<file path="src/design/pdt_pkg.sv">
// Overview of operation
// - run while condition on, reload when off, flag zero
// - hundredth delay preset 00.00 to 99.99 BCD
// - hundredth delay steps 0.01 s, finish within step
// - millisecond delay steps 0.001 s, integer preset
// - millisecond result seen once per scan
// - knob delay always occupies slot 15
// - knob delay preset comes from hardware knob
// - knob converted to BCD, 0.1 to 25.0 s
// - knob delay and knob1 readout share knob 1
// - knobs 1 and 2 both converted to BCD
// - interlock gate off resets every delay
// - power loss resets every delay
// - non-BCD preset sets fault flag, still runs
package pdt_pkg;
  localparam int CLK_PERIOD_NS = 50;
  localparam int T_1MS_NS = 1000000;
  localparam int TICK_1MS_CYCLES = (T_1MS_NS + CLK_PERIOD_NS - 1) / CLK_PERIOD_NS;
  localparam logic [3:0] DECADE_LAST = 4'h9;

  localparam logic [7:0] OFS_CTRL = 8'h00;
  localparam logic [7:0] OFS_HS_PRESET = 8'h04;
  localparam logic [7:0] OFS_MS_PRESET = 8'h08;
  localparam logic [7:0] OFS_STATUS = 8'h0c;
  localparam logic [7:0] OFS_HS_PV = 8'h10;
  localparam logic [7:0] OFS_MS_PV = 8'h14;
  localparam logic [7:0] OFS_KNOB_PV = 8'h18;
  localparam logic [7:0] OFS_KNOB_BCD = 8'h1c;
  localparam logic [7:0] OFS_IRQ_STATUS = 8'h20;
  localparam logic [7:0] OFS_IRQ_MASK = 8'h24;
  localparam logic [7:0] OFS_SCAN = 8'h28;
  localparam logic [7:0] OFS_SLOT_MAP = 8'h2c;

  localparam int NUM_DLY = 3;
  localparam int DLY_HS = 0;
  localparam int DLY_MS = 1;
  localparam int DLY_KNOB = 2;
  localparam int CTRL_IL_GATE = 3;
  localparam int IRQ_FAULT = 3;
  localparam int HS_SLOT_LSB = 16;
  localparam int KNOB2_LSB = 16;
  localparam logic [3:0] CTRL_RESET = 4'h8;
  localparam logic [15:0] PRESET_RESET = 16'h0000;
  localparam logic [3:0] HS_SLOT_RESET = 4'h0;
  localparam logic [3:0] SLOT_MS = 4'he;
  localparam logic [3:0] SLOT_KNOB = 4'hf;
  localparam logic [7:0] KNOB_MIN = 8'h01;
  localparam logic [7:0] KNOB_MAX = 8'hfa;
  localparam logic [11:0] KNOB_BCD_MIN = 12'h001;
  localparam logic [11:0] KNOB_BCD_MAX = 12'h250;

  typedef enum {BUS_IDLE, BUS_WR, BUS_RD1, BUS_RD2} pdt_bus_st_t;
endpackage

</file>
<file path="src/design/pdt_delay_timers.sv">
// Decided for this implementation: the register offsets and the AHB-Lite slave port.
module pdt_delay_timers #(
  parameter int TICK_1MS_CYCLES = pdt_pkg::TICK_1MS_CYCLES
) (
  input wire logic hclk,
  input wire logic hresetn,
  input wire logic ce,
  input wire logic hsel,
  input wire logic [31:0] haddr,
  input wire logic [1:0] htrans,
  input wire logic hwrite,
  input wire logic [2:0] hsize,
  input wire logic [31:0] hwdata,
  input wire logic hready,
  output logic [31:0] hrdata,
  output logic hreadyout,
  output logic hresp,
  input wire logic [7:0] knob1_raw,
  input wire logic [7:0] knob2_raw,
  input wire logic power_lost,
  output logic irq
);
  localparam int CW = $clog2(TICK_1MS_CYCLES);
  localparam logic [CW-1:0] CNT_LAST = CW'(TICK_1MS_CYCLES - 1);

  if (TICK_1MS_CYCLES < 2) begin : g_chk
    $error("TICK_1MS_CYCLES must be at least 2");
  end

  function automatic logic is_bcd16(input logic [15:0] v);
    logic ok;
    ok = 1'b1;
    for (int k = 0; k < 4; k++) begin
      if (v[4*k +: 4] > 4'h9) ok = 1'b0;
    end
    return ok;
  endfunction

  // borrow ripples in decimal so a legal value never leaves BCD
  function automatic logic [15:0] bcd_dec16(input logic [15:0] v);
    logic [15:0] r;
    logic borrow;
    r = v;
    borrow = 1'b1;
    for (int k = 0; k < 4; k++) begin
      if (borrow) begin
        if (v[4*k +: 4] == 4'h0) begin
          r[4*k +: 4] = 4'h9;
        end else begin
          r[4*k +: 4] = v[4*k +: 4] - 4'h1;
          borrow = 1'b0;
        end
      end
    end
    return r;
  endfunction

  function automatic logic [11:0] knob_to_bcd(input logic [7:0] b);
    logic [19:0] s;
    logic [7:0] c;
    c = (b < pdt_pkg::KNOB_MIN) ? pdt_pkg::KNOB_MIN :
        (b > pdt_pkg::KNOB_MAX) ? pdt_pkg::KNOB_MAX : b;
    s = {12'h000, c};
    for (int k = 0; k < 8; k++) begin
      for (int d = 0; d < 3; d++) begin
        if (s[8+4*d +: 4] > 4'h4) s[8+4*d +: 4] = s[8+4*d +: 4] + 4'h3;
      end
      s = {s[18:0], 1'b0};
    end
    return s[19:8];
  endfunction

  // ---------------- bus slave ----------------
  pdt_pkg::pdt_bus_st_t bus_st_r;
  logic [7:0] addr_r;
  logic [31:0] rd_mux;
  logic accept;
  logic wr_en;

  assign accept = hsel & htrans[1] & hready;
  assign wr_en = (bus_st_r == pdt_pkg::BUS_WR) & ce;
  // one wait state on reads so read data comes from a flop and sees prior writes
  assign hreadyout = (bus_st_r != pdt_pkg::BUS_RD1);
  assign hresp = 1'b0;

  always_ff @(posedge hclk or negedge hresetn) begin
    if (!hresetn) begin
      bus_st_r <= pdt_pkg::BUS_IDLE;
      addr_r <= 8'h00;
    end else if (ce) begin
      unique case (bus_st_r)
        pdt_pkg::BUS_RD1: bus_st_r <= pdt_pkg::BUS_RD2;
        pdt_pkg::BUS_IDLE, pdt_pkg::BUS_WR, pdt_pkg::BUS_RD2: begin
          if (accept) begin
            bus_st_r <= hwrite ? pdt_pkg::BUS_WR : pdt_pkg::BUS_RD1;
            addr_r <= haddr[7:0];
          end else begin
            bus_st_r <= pdt_pkg::BUS_IDLE;
          end
        end
      endcase
    end
  end

  // ---------------- control registers ----------------
  logic [3:0] ctrl_r;
  logic [15:0] hs_preset_r;
  logic [3:0] hs_slot_r;
  logic [15:0] ms_preset_r;
  logic [3:0] irq_mask_r;
  logic scan_r;

  always_ff @(posedge hclk or negedge hresetn) begin
    if (!hresetn) begin
      ctrl_r <= pdt_pkg::CTRL_RESET;
      hs_preset_r <= pdt_pkg::PRESET_RESET;
      hs_slot_r <= pdt_pkg::HS_SLOT_RESET;
      ms_preset_r <= pdt_pkg::PRESET_RESET;
      irq_mask_r <= 4'h0;
      scan_r <= 1'b0;
    end else if (ce) begin
      scan_r <= wr_en & (addr_r == pdt_pkg::OFS_SCAN);
      if (wr_en) begin
        unique case (addr_r)
          pdt_pkg::OFS_CTRL: ctrl_r <= hwdata[3:0];
          pdt_pkg::OFS_HS_PRESET: begin
            hs_preset_r <= hwdata[15:0];
            hs_slot_r <= hwdata[pdt_pkg::HS_SLOT_LSB +: 4];
          end
          pdt_pkg::OFS_MS_PRESET: ms_preset_r <= hwdata[15:0];
          pdt_pkg::OFS_IRQ_MASK: irq_mask_r <= hwdata[3:0];
          default: ;
        endcase
      end
    end
  end
  // ---------------- knob conversion ----------------
  logic [11:0] knob1_bcd_r;
  logic [11:0] knob2_bcd_r;

  always_ff @(posedge hclk or negedge hresetn) begin
    if (!hresetn) begin
      knob1_bcd_r <= pdt_pkg::KNOB_BCD_MIN;
      knob2_bcd_r <= pdt_pkg::KNOB_BCD_MIN;
    end else if (ce) begin
      knob1_bcd_r <= knob_to_bcd(knob1_raw);
      knob2_bcd_r <= knob_to_bcd(knob2_raw);
    end
  end

  // ---------------- prescaler ----------------
  logic [CW-1:0] cnt_1ms_r;
  logic [3:0] dec10_r;
  logic [3:0] dec100_r;
  logic tick_1ms_r;
  logic tick_10ms_r;
  logic tick_100ms_r;

  always_ff @(posedge hclk or negedge hresetn) begin
    if (!hresetn) begin
      cnt_1ms_r <= '0;
      dec10_r <= 4'h0;
      dec100_r <= 4'h0;
      tick_1ms_r <= 1'b0;
      tick_10ms_r <= 1'b0;
      tick_100ms_r <= 1'b0;
    end else if (ce) begin
      tick_1ms_r <= (cnt_1ms_r == CNT_LAST);
      tick_10ms_r <= (cnt_1ms_r == CNT_LAST) && (dec10_r == pdt_pkg::DECADE_LAST);
      tick_100ms_r <= (cnt_1ms_r == CNT_LAST) && (dec10_r == pdt_pkg::DECADE_LAST) &&
                      (dec100_r == pdt_pkg::DECADE_LAST);
      if (cnt_1ms_r == CNT_LAST) begin
        cnt_1ms_r <= '0;
        dec10_r <= (dec10_r == pdt_pkg::DECADE_LAST) ? 4'h0 : dec10_r + 4'h1;
        if (dec10_r == pdt_pkg::DECADE_LAST) begin
          dec100_r <= (dec100_r == pdt_pkg::DECADE_LAST) ? 4'h0 : dec100_r + 4'h1;
        end
      end else begin
        cnt_1ms_r <= cnt_1ms_r + CW'(1);
      end
    end
  end

  // ---------------- delays ----------------
  logic [15:0] preset [pdt_pkg::NUM_DLY];
  logic [pdt_pkg::NUM_DLY-1:0] tick_sel;
  logic [pdt_pkg::NUM_DLY-1:0] run;
  logic [pdt_pkg::NUM_DLY-1:0] run_q_r;
  logic [pdt_pkg::NUM_DLY-1:0] done_r;
  logic [15:0] pv_r [pdt_pkg::NUM_DLY];
  logic clr;
  logic fault_evt;

  assign preset[pdt_pkg::DLY_HS] = hs_preset_r;
  assign preset[pdt_pkg::DLY_MS] = ms_preset_r;
  assign preset[pdt_pkg::DLY_KNOB] = {4'h0, knob1_bcd_r};
  assign tick_sel = {tick_100ms_r, tick_1ms_r, tick_10ms_r};
  assign clr = ~ctrl_r[pdt_pkg::CTRL_IL_GATE] | power_lost;
  assign run = ctrl_r[pdt_pkg::NUM_DLY-1:0] & {pdt_pkg::NUM_DLY{~clr}};
  // fault looked at when a delay starts; the knob preset is always legal
  assign fault_evt = (run[0] & ~run_q_r[0] & ~is_bcd16(preset[0])) |
                     (run[1] & ~run_q_r[1] & ~is_bcd16(preset[1]));

  for (genvar i = 0; i < pdt_pkg::NUM_DLY; i++) begin : g_dly
    always_ff @(posedge hclk or negedge hresetn) begin
      if (!hresetn) begin
        pv_r[i] <= 16'h0000;
        done_r[i] <= 1'b0;
        run_q_r[i] <= 1'b0;
      end else if (ce) begin
        run_q_r[i] <= run[i];
        if (!run[i]) begin
          pv_r[i] <= preset[i];
          done_r[i] <= 1'b0;
        end else if (pv_r[i] == 16'h0000) begin
          done_r[i] <= 1'b1;
        end else if (tick_sel[i]) begin
          pv_r[i] <= bcd_dec16(pv_r[i]);
        end
      end
    end
  end

  // the program sees the millisecond result only at its scan boundary
  logic ms_seen_r;
  always_ff @(posedge hclk or negedge hresetn) begin
    if (!hresetn) begin
      ms_seen_r <= 1'b0;
    end else if (ce && scan_r) begin
      ms_seen_r <= done_r[pdt_pkg::DLY_MS];
    end
  end

  logic [2:0] vis_done;
  logic [2:0] vis_done_q_r;
  logic [15:0] slot_map;
  assign vis_done = {done_r[pdt_pkg::DLY_KNOB], ms_seen_r, done_r[pdt_pkg::DLY_HS]};

  always_comb begin
    slot_map = 16'h0000;
    slot_map[hs_slot_r] = done_r[pdt_pkg::DLY_HS];
    slot_map[pdt_pkg::SLOT_MS] = slot_map[pdt_pkg::SLOT_MS] | ms_seen_r;
    slot_map[pdt_pkg::SLOT_KNOB] = slot_map[pdt_pkg::SLOT_KNOB] |
                                   done_r[pdt_pkg::DLY_KNOB];
  end

  // ---------------- interrupts ----------------
  logic [3:0] irq_st_r;
  logic [3:0] irq_set;
  logic [3:0] irq_clr;
  assign irq_set = {fault_evt, vis_done & ~vis_done_q_r};
  assign irq_clr = (wr_en && addr_r == pdt_pkg::OFS_IRQ_STATUS) ? hwdata[3:0] : 4'h0;

  always_ff @(posedge hclk or negedge hresetn) begin
    if (!hresetn) begin
      irq_st_r <= 4'h0;
      vis_done_q_r <= 3'h0;
      irq <= 1'b0;
    end else if (ce) begin
      vis_done_q_r <= vis_done;
      // a new event beats a clear in the same cycle
      irq_st_r <= (irq_st_r & ~irq_clr) | irq_set;
      irq <= |(((irq_st_r & ~irq_clr) | irq_set) & irq_mask_r);
    end
  end

  // ---------------- read data ----------------
  always_comb begin
    rd_mux = 32'h0000_0000;
    unique case (addr_r)
      pdt_pkg::OFS_CTRL: rd_mux[3:0] = ctrl_r;
      pdt_pkg::OFS_HS_PRESET: rd_mux = {12'h000, hs_slot_r, hs_preset_r};
      pdt_pkg::OFS_MS_PRESET: rd_mux[15:0] = ms_preset_r;
      pdt_pkg::OFS_STATUS: rd_mux[3:0] = {irq_st_r[pdt_pkg::IRQ_FAULT], vis_done};
      pdt_pkg::OFS_HS_PV: rd_mux[15:0] = pv_r[pdt_pkg::DLY_HS];
      pdt_pkg::OFS_MS_PV: rd_mux[15:0] = pv_r[pdt_pkg::DLY_MS];
      pdt_pkg::OFS_KNOB_PV: rd_mux[15:0] = pv_r[pdt_pkg::DLY_KNOB];
      pdt_pkg::OFS_KNOB_BCD: begin
        rd_mux[11:0] = knob1_bcd_r;
        rd_mux[pdt_pkg::KNOB2_LSB +: 12] = knob2_bcd_r;
      end
      pdt_pkg::OFS_IRQ_STATUS: rd_mux[3:0] = irq_st_r;
      pdt_pkg::OFS_IRQ_MASK: rd_mux[3:0] = irq_mask_r;
      pdt_pkg::OFS_SLOT_MAP: rd_mux[15:0] = slot_map;
      default: rd_mux = 32'h0000_0000;
    endcase
  end
  always_ff @(posedge hclk or negedge hresetn) begin
    if (!hresetn) begin
      hrdata <= 32'h0000_0000;
    end else if (ce && bus_st_r == pdt_pkg::BUS_RD1) begin
      hrdata <= rd_mux;
    end
  end

  // ---------------- assertions ----------------
  property p_reload;
    @(posedge hclk) disable iff (!hresetn)
    (hresetn && ce && !run[pdt_pkg::DLY_HS]) |=> (pv_r[0] == $past(hs_preset_r)) && !done_r[0];
  endproperty
  a_reload: assert property (p_reload) else $error("idle delay not reloaded");

  property p_done_at_zero;
    @(posedge hclk) disable iff (!hresetn)
    (ce && run[0] && pv_r[0] == 16'h0000) |=> done_r[0];
  endproperty
  a_done_at_zero: assert property (p_done_at_zero) else $error("no flag at zero");

  property p_hs_step;
    @(posedge hclk) disable iff (!hresetn)
    (ce && run[0] && pv_r[0] != 16'h0000 && !tick_10ms_r) |=> $stable(pv_r[0]);
  endproperty
  a_hs_step: assert property (p_hs_step) else $error("hs value moved off tick");

  property p_bcd_clean;
    @(posedge hclk) disable iff (!hresetn)
    (ce && run[1] && is_bcd16(pv_r[1]) && is_bcd16(ms_preset_r)) |=> is_bcd16(pv_r[1]);
  endproperty
  a_bcd_clean: assert property (p_bcd_clean) else $error("value left BCD");

  property p_scan_only;
    @(posedge hclk) disable iff (!hresetn)
    !scan_r |=> $stable(ms_seen_r);
  endproperty
  a_scan_only: assert property (p_scan_only) else $error("ms flag moved off scan");

  property p_fixed_slots;
    @(posedge hclk) disable iff (!hresetn)
    (hs_slot_r < 4'he) |-> (slot_map[14] == ms_seen_r) && (slot_map[15] == done_r[2]);
  endproperty
  a_fixed_slots: assert property (p_fixed_slots) else $error("fixed slot wrong");

  property p_knob_range;
    @(posedge hclk) disable iff (!hresetn)
    (knob1_bcd_r >= pdt_pkg::KNOB_BCD_MIN) && (knob1_bcd_r <= pdt_pkg::KNOB_BCD_MAX);
  endproperty
  a_knob_range: assert property (p_knob_range) else $error("knob out of range");

  property p_knob_preset;
    @(posedge hclk) disable iff (!hresetn)
    (hresetn && ce && !run[2]) |=> pv_r[2] == {4'h0, $past(knob1_bcd_r)};
  endproperty
  a_knob_preset: assert property (p_knob_preset) else $error("knob preset wrong");

  property p_gate_off;
    @(posedge hclk) disable iff (!hresetn)
    (ce && clr) |=> done_r == 3'h0;
  endproperty
  a_gate_off: assert property (p_gate_off) else $error("gate off kept flag");

  property p_fault;
    @(posedge hclk) disable iff (!hresetn)
    (ce && fault_evt) |=> irq_st_r[pdt_pkg::IRQ_FAULT] ##1 1'b1;
  endproperty
  a_fault: assert property (p_fault) else $error("fault flag not set");

  property p_tick_gap;
    @(posedge hclk) disable iff (!hresetn)
    (ce && tick_1ms_r) |=> !tick_1ms_r;
  endproperty
  a_tick_gap: assert property (p_tick_gap) else $error("tick wider than one cycle");

  c_hs_done: cover property (@(posedge hclk) disable iff (!hresetn) $rose(done_r[0]));
  c_ms_seen: cover property (@(posedge hclk) disable iff (!hresetn) $rose(ms_seen_r));
  c_knob_done: cover property (@(posedge hclk) disable iff (!hresetn) $rose(done_r[2]));
  c_fault: cover property (@(posedge hclk) disable iff (!hresetn) fault_evt);
endmodule

</file>
<file path="config.mk">
export PLATFORM = sky130hd
export DESIGN_NAME = pdt_delay_timers
export DESIGN_NICKNAME = d
export VERILOG_FILES = /design/src/design/pdt_pkg.sv /design/src/design/pdt_delay_timers.sv
export SDC_FILE = /design/constraint.sdc
export NUM_CORES = 1
export LEC_CHECK = 0
export ABC_AREA = 1
export BUFFER_PORTS_ARGS = -buffer_cell sky130_fd_sc_hd__buf_2
export CAP_MARGIN = 20
export CORE_ASPECT_RATIO = 1.1
export CORE_MARGIN = 10
export CORE_UTILIZATION = 59
export DETAILED_ROUTE_END_ITERATION = 10
export PLACE_DENSITY = 0.8
export SLEW_MARGIN = 20
export SYNTH_ARGS = -nofsm -noshare
export SYNTH_HDL_FRONTEND = slang
export SYNTH_SLANG_ARGS = --single-unit
export TNS_END_PERCENT = 100
</file>
<file path="constraint.sdc">
create_clock -name hclk -period 2.3 [get_ports hclk]
set_input_delay 0.46 -clock hclk [delete_from_list [all_inputs] [get_ports hclk]]
set_output_delay 0.46 -clock hclk [all_outputs]
set_load 0.03 [all_outputs]
</file>
==> results.md <==
- Die Span X: 150.5 um
- Routed vias/inst: 5.683
- Post-layout instance area: 0.01394 sq mm
- CTS root buffer: clkbuf_16
- Register area share after synthesis: 42.83%
- Min cycle time layout: 2900 ps
- Worst EP required: 2630 ps
- CTS Buf Count: 17
- Final Skew: 11.13 ps
- Post-Synthesis Mean Instance Area: 7.574 sq um
- Max-slew violations: 0
- Vert. Die Dim: 163.5 um
- Reg clk slew, reported paths: 80 ps
- Slew at the pin closest to its max-slew limit: 572.6 ps
- Final Hold Fails: 0
- Final worst slack: -600.2 ps
- Drc violations: 0
- Synth Instances: 1,459
- Initial DRC count: 1,194
- P&R area growth vs syn: 26.12%
- Max VDD drop: 594.1 uV
- Std cell rows: 52
- Initial antenna violation count: 0
- Share of cells above drive strength 1: 25.51%
- Final nets: 1,780
- Fmax: 344.8 MHz
- Placed cell areas: 0.01276 sq mm
- Seq cells post-synth: 189
- Global-route wire length before repair: 51,260 um
- RSZ-0062 raised after global routing: yes
- CP Class: input pin to flip-flop
- Total track usage: 25.47%
- Final setup fails: 16
- Crit start category: input pin
- Cell area after synthesis: 0.01105 sq mm
- DRT Pass-1 Iters: 7
- Status: finished, violations left
- Clk sink count: 189
- Die area: 0.02461 sq mm
- Tcrit/Tclk final: 126.1%
- Failing checks: negative setup slack
- H-tree depth: 4
- Pin count of the biggest net entering global routing: 68
- Worst-Skew Late Latency: 450 ps
- Most frequent cell after synthesis: nand2_1
- Crit-path max FO: 5
- Post-detailed-route count of antenna-violating nets: 0
- Detailed Place HPWL: 23,870 um
- Cell taking the most area after synthesis: dfrtp_1
- Cell variety after synth: 63
- N_diodes: 0
- EDFF count, synth: 0
- Share of the synthesized area in the top cell type: 42.12%
- R2R cell count: 11
- IO Pins: 127
- Routability-driven placement congestion ratio: 0.9671
- Worst relative slew slack: 61.83%
- R2R Setup Slk: 100 ps
- Syn. warnings: 0
- Ys async rst share: 100.0%
- Via count: 10,940
- Core area: 0.01841 sq mm
- Worst Path Arrival: 3230 ps
- Vias in the first global route: 10,690
- CP Capture Type: flip-flop
- Routed WL: 31,740 um
- Post-DR wirelength/cell: 16.49 um
- Top cells by instance count after synthesis: nand2_1, inv_1, dfrtp_1
- Largest cells by area after synthesis: dfrtp_1, nand2_1, inv_1, o21ai_0, nand3_1
- Clock tree buffer depth: 2
- Initial Utilization: 60.02%
- Top FF cell, synth: dfrtp_1
- Number of port buffers: 79
- Filler cell count: 1,270
- Grt ovf: 0
- CTS tree: built
- TNS Setup: -7797 ps
- Max-cap viol count: 0
- Power Density: 748.2 mW/mm^2
- Hold Path Class: input pin to asynchronous set/reset pin
- Leakage: 6.856 nW
[layout by cell type, fill, tap and decap left out, drive strengths merged, types with 5 or more instances in the layout]
cell / synthesis / routed
o211ai: 5 / 5
xor2: 6 / 6
a21oi: 54 / 54
dfrtp: 186 / 186
nor3: 32 / 32
a221oi: 10 / 10
clkbuf: 26 / 20
inv: 226 / 233
nand2: 385 / 385
nor2: 100 / 100
ha: 19 / 19
a31oi: 8 / 8
o311ai: 5 / 5
clkinv: 4 / 6
conb: 1 / 7
o22ai: 24 / 24
nor4: 11 / 11
nand3: 96 / 96
nand4: 23 / 23
a22oi: 8 / 8
o21ai: 165 / 165
mux2: 5 / 5
buf: 17 / 227
[flip-flops by register name (all words and copies together), names as in the netlist, 2 cells and up]
signal,flops
pv_r,48
hrdata,26
hs_preset_r,16
ms_preset_r,16
cnt_1ms_r,15
knob1_bcd_r,10
knob2_bcd_r,10
addr_r,8
ctrl_r,4
dec100_r,4
dec10_r,4
hs_slot_r,4
irq_mask_r,4
irq_st_r,4
done_r,3
vis_done_q_r,3
bus_st_r,2
run_q_r,2
[worst max-delay path, cell delays in order]
cell	delay [ps]
buf_8	110
inv_12	40
ha_4	120
inv_2	40
ha_4	170
xnor2_4	160
ha_4	160
nand4_1	180
nand2_1	160
nand2_1	90
nand2_2	120
nand2_2	70
nand2_1	60
nand2_1	70
ha_2	190
inv_2	80
nand3_4	90
nand2_4	90
nand2_2	50
and2_4	140
ha_4	160
inv_4	50
nand3_4	90
nand2_4	80
nand2_1	50
nand3_1	80
nand2_1	60
[kinds of logic (layout without fill, tap and decap cells)]
kind of cell             Yosys count  count (layout)  synth area share (%)
buffers and inverters            273             490                 9.828
adder cells (fa/ha/maj)           19              19                 2.151
AND/OR/NAND/NOR                  653             653                 27.41
flip-flops                       189             189                 42.83
AO/OA/AOI/OAI                    310             310                 16.52
multiplexers                       5               5                0.5095
XOR/XNOR                           9               9                0.7134
other                              1               7               0.03393
[report_power, final]
| part | internal (mW) | switching [mW] |
|---|---|---|
| Clock | 1.60 | 1.41 |
| Combinational | 1.30 | 1.97 |
| Sequential | 3.78 | 0.358 |
[routing by layer]
layer  GRT usage [%]  wire length [um]
met2           44.81             16280
met3           3.570              1974
met4           9.726              1048
met1           30.80             12430
met5               0                 0
[area by class of cell]
cell class	instances	area [sq um]	share of cell area, %
clock buffer	19	452.9	3.250
clock inverter	13	147.6	1.059
multi-input combinational	1003	5737	41.16
timing repair buffer	228	1633	11.72
sequential	189	4735	33.97
tap	243	304.0	2.182
inverter	230	928.4	6.661
[per-stage QoR]
step                      utilization (%)  hold WS [ps]  power, mW  instances  setup WS (ps)
final                               75.69         3.069      10.43       1925         -600.2
after floorplan                         -         164.4      6.015       1465         -791.2
after CTS                           74.13         23.51      10.20       1917         -530.4
after global placement              69.32         458.7      6.923       1868         -938.7
after global routing                75.69         48.92      10.96       1925         -807.5
after detailed placement            69.32         465.8      7.038       1868          -1118
[path summary, 6_finish.rpt]
check,from,to
max,knob1_raw[6],knob1_bcd_r[2]$_DFFE_PN0P_
min,hresetn,pv_r[42]$_DFFE_PN0P_
max reg2reg,addr_r[1]$_DFFE_PN0P_,hrdata[5]$_DFFE_PN0P_
min reg2reg,hrdata[7]$_DFFE_PN0P_,hrdata[7]$_DFFE_PN0P_
max in group asynchronous,hresetn,knob1_bcd_r[0]$_DFFE_PN1P_
min in group hclk,hwrite,bus_st_r[1]$_DFFE_PN0P_
[repair_timing]
action | 4_1_cts | 5_1_grt
hold buffers | 0 | 0
setup endpoints to repair | 16 | 58
pin swaps | 38 | 46
gates resized for setup | 37 | 54
buffers inserted | 17 | 10
Note: power is estimated with default switching activity, not from simulation.
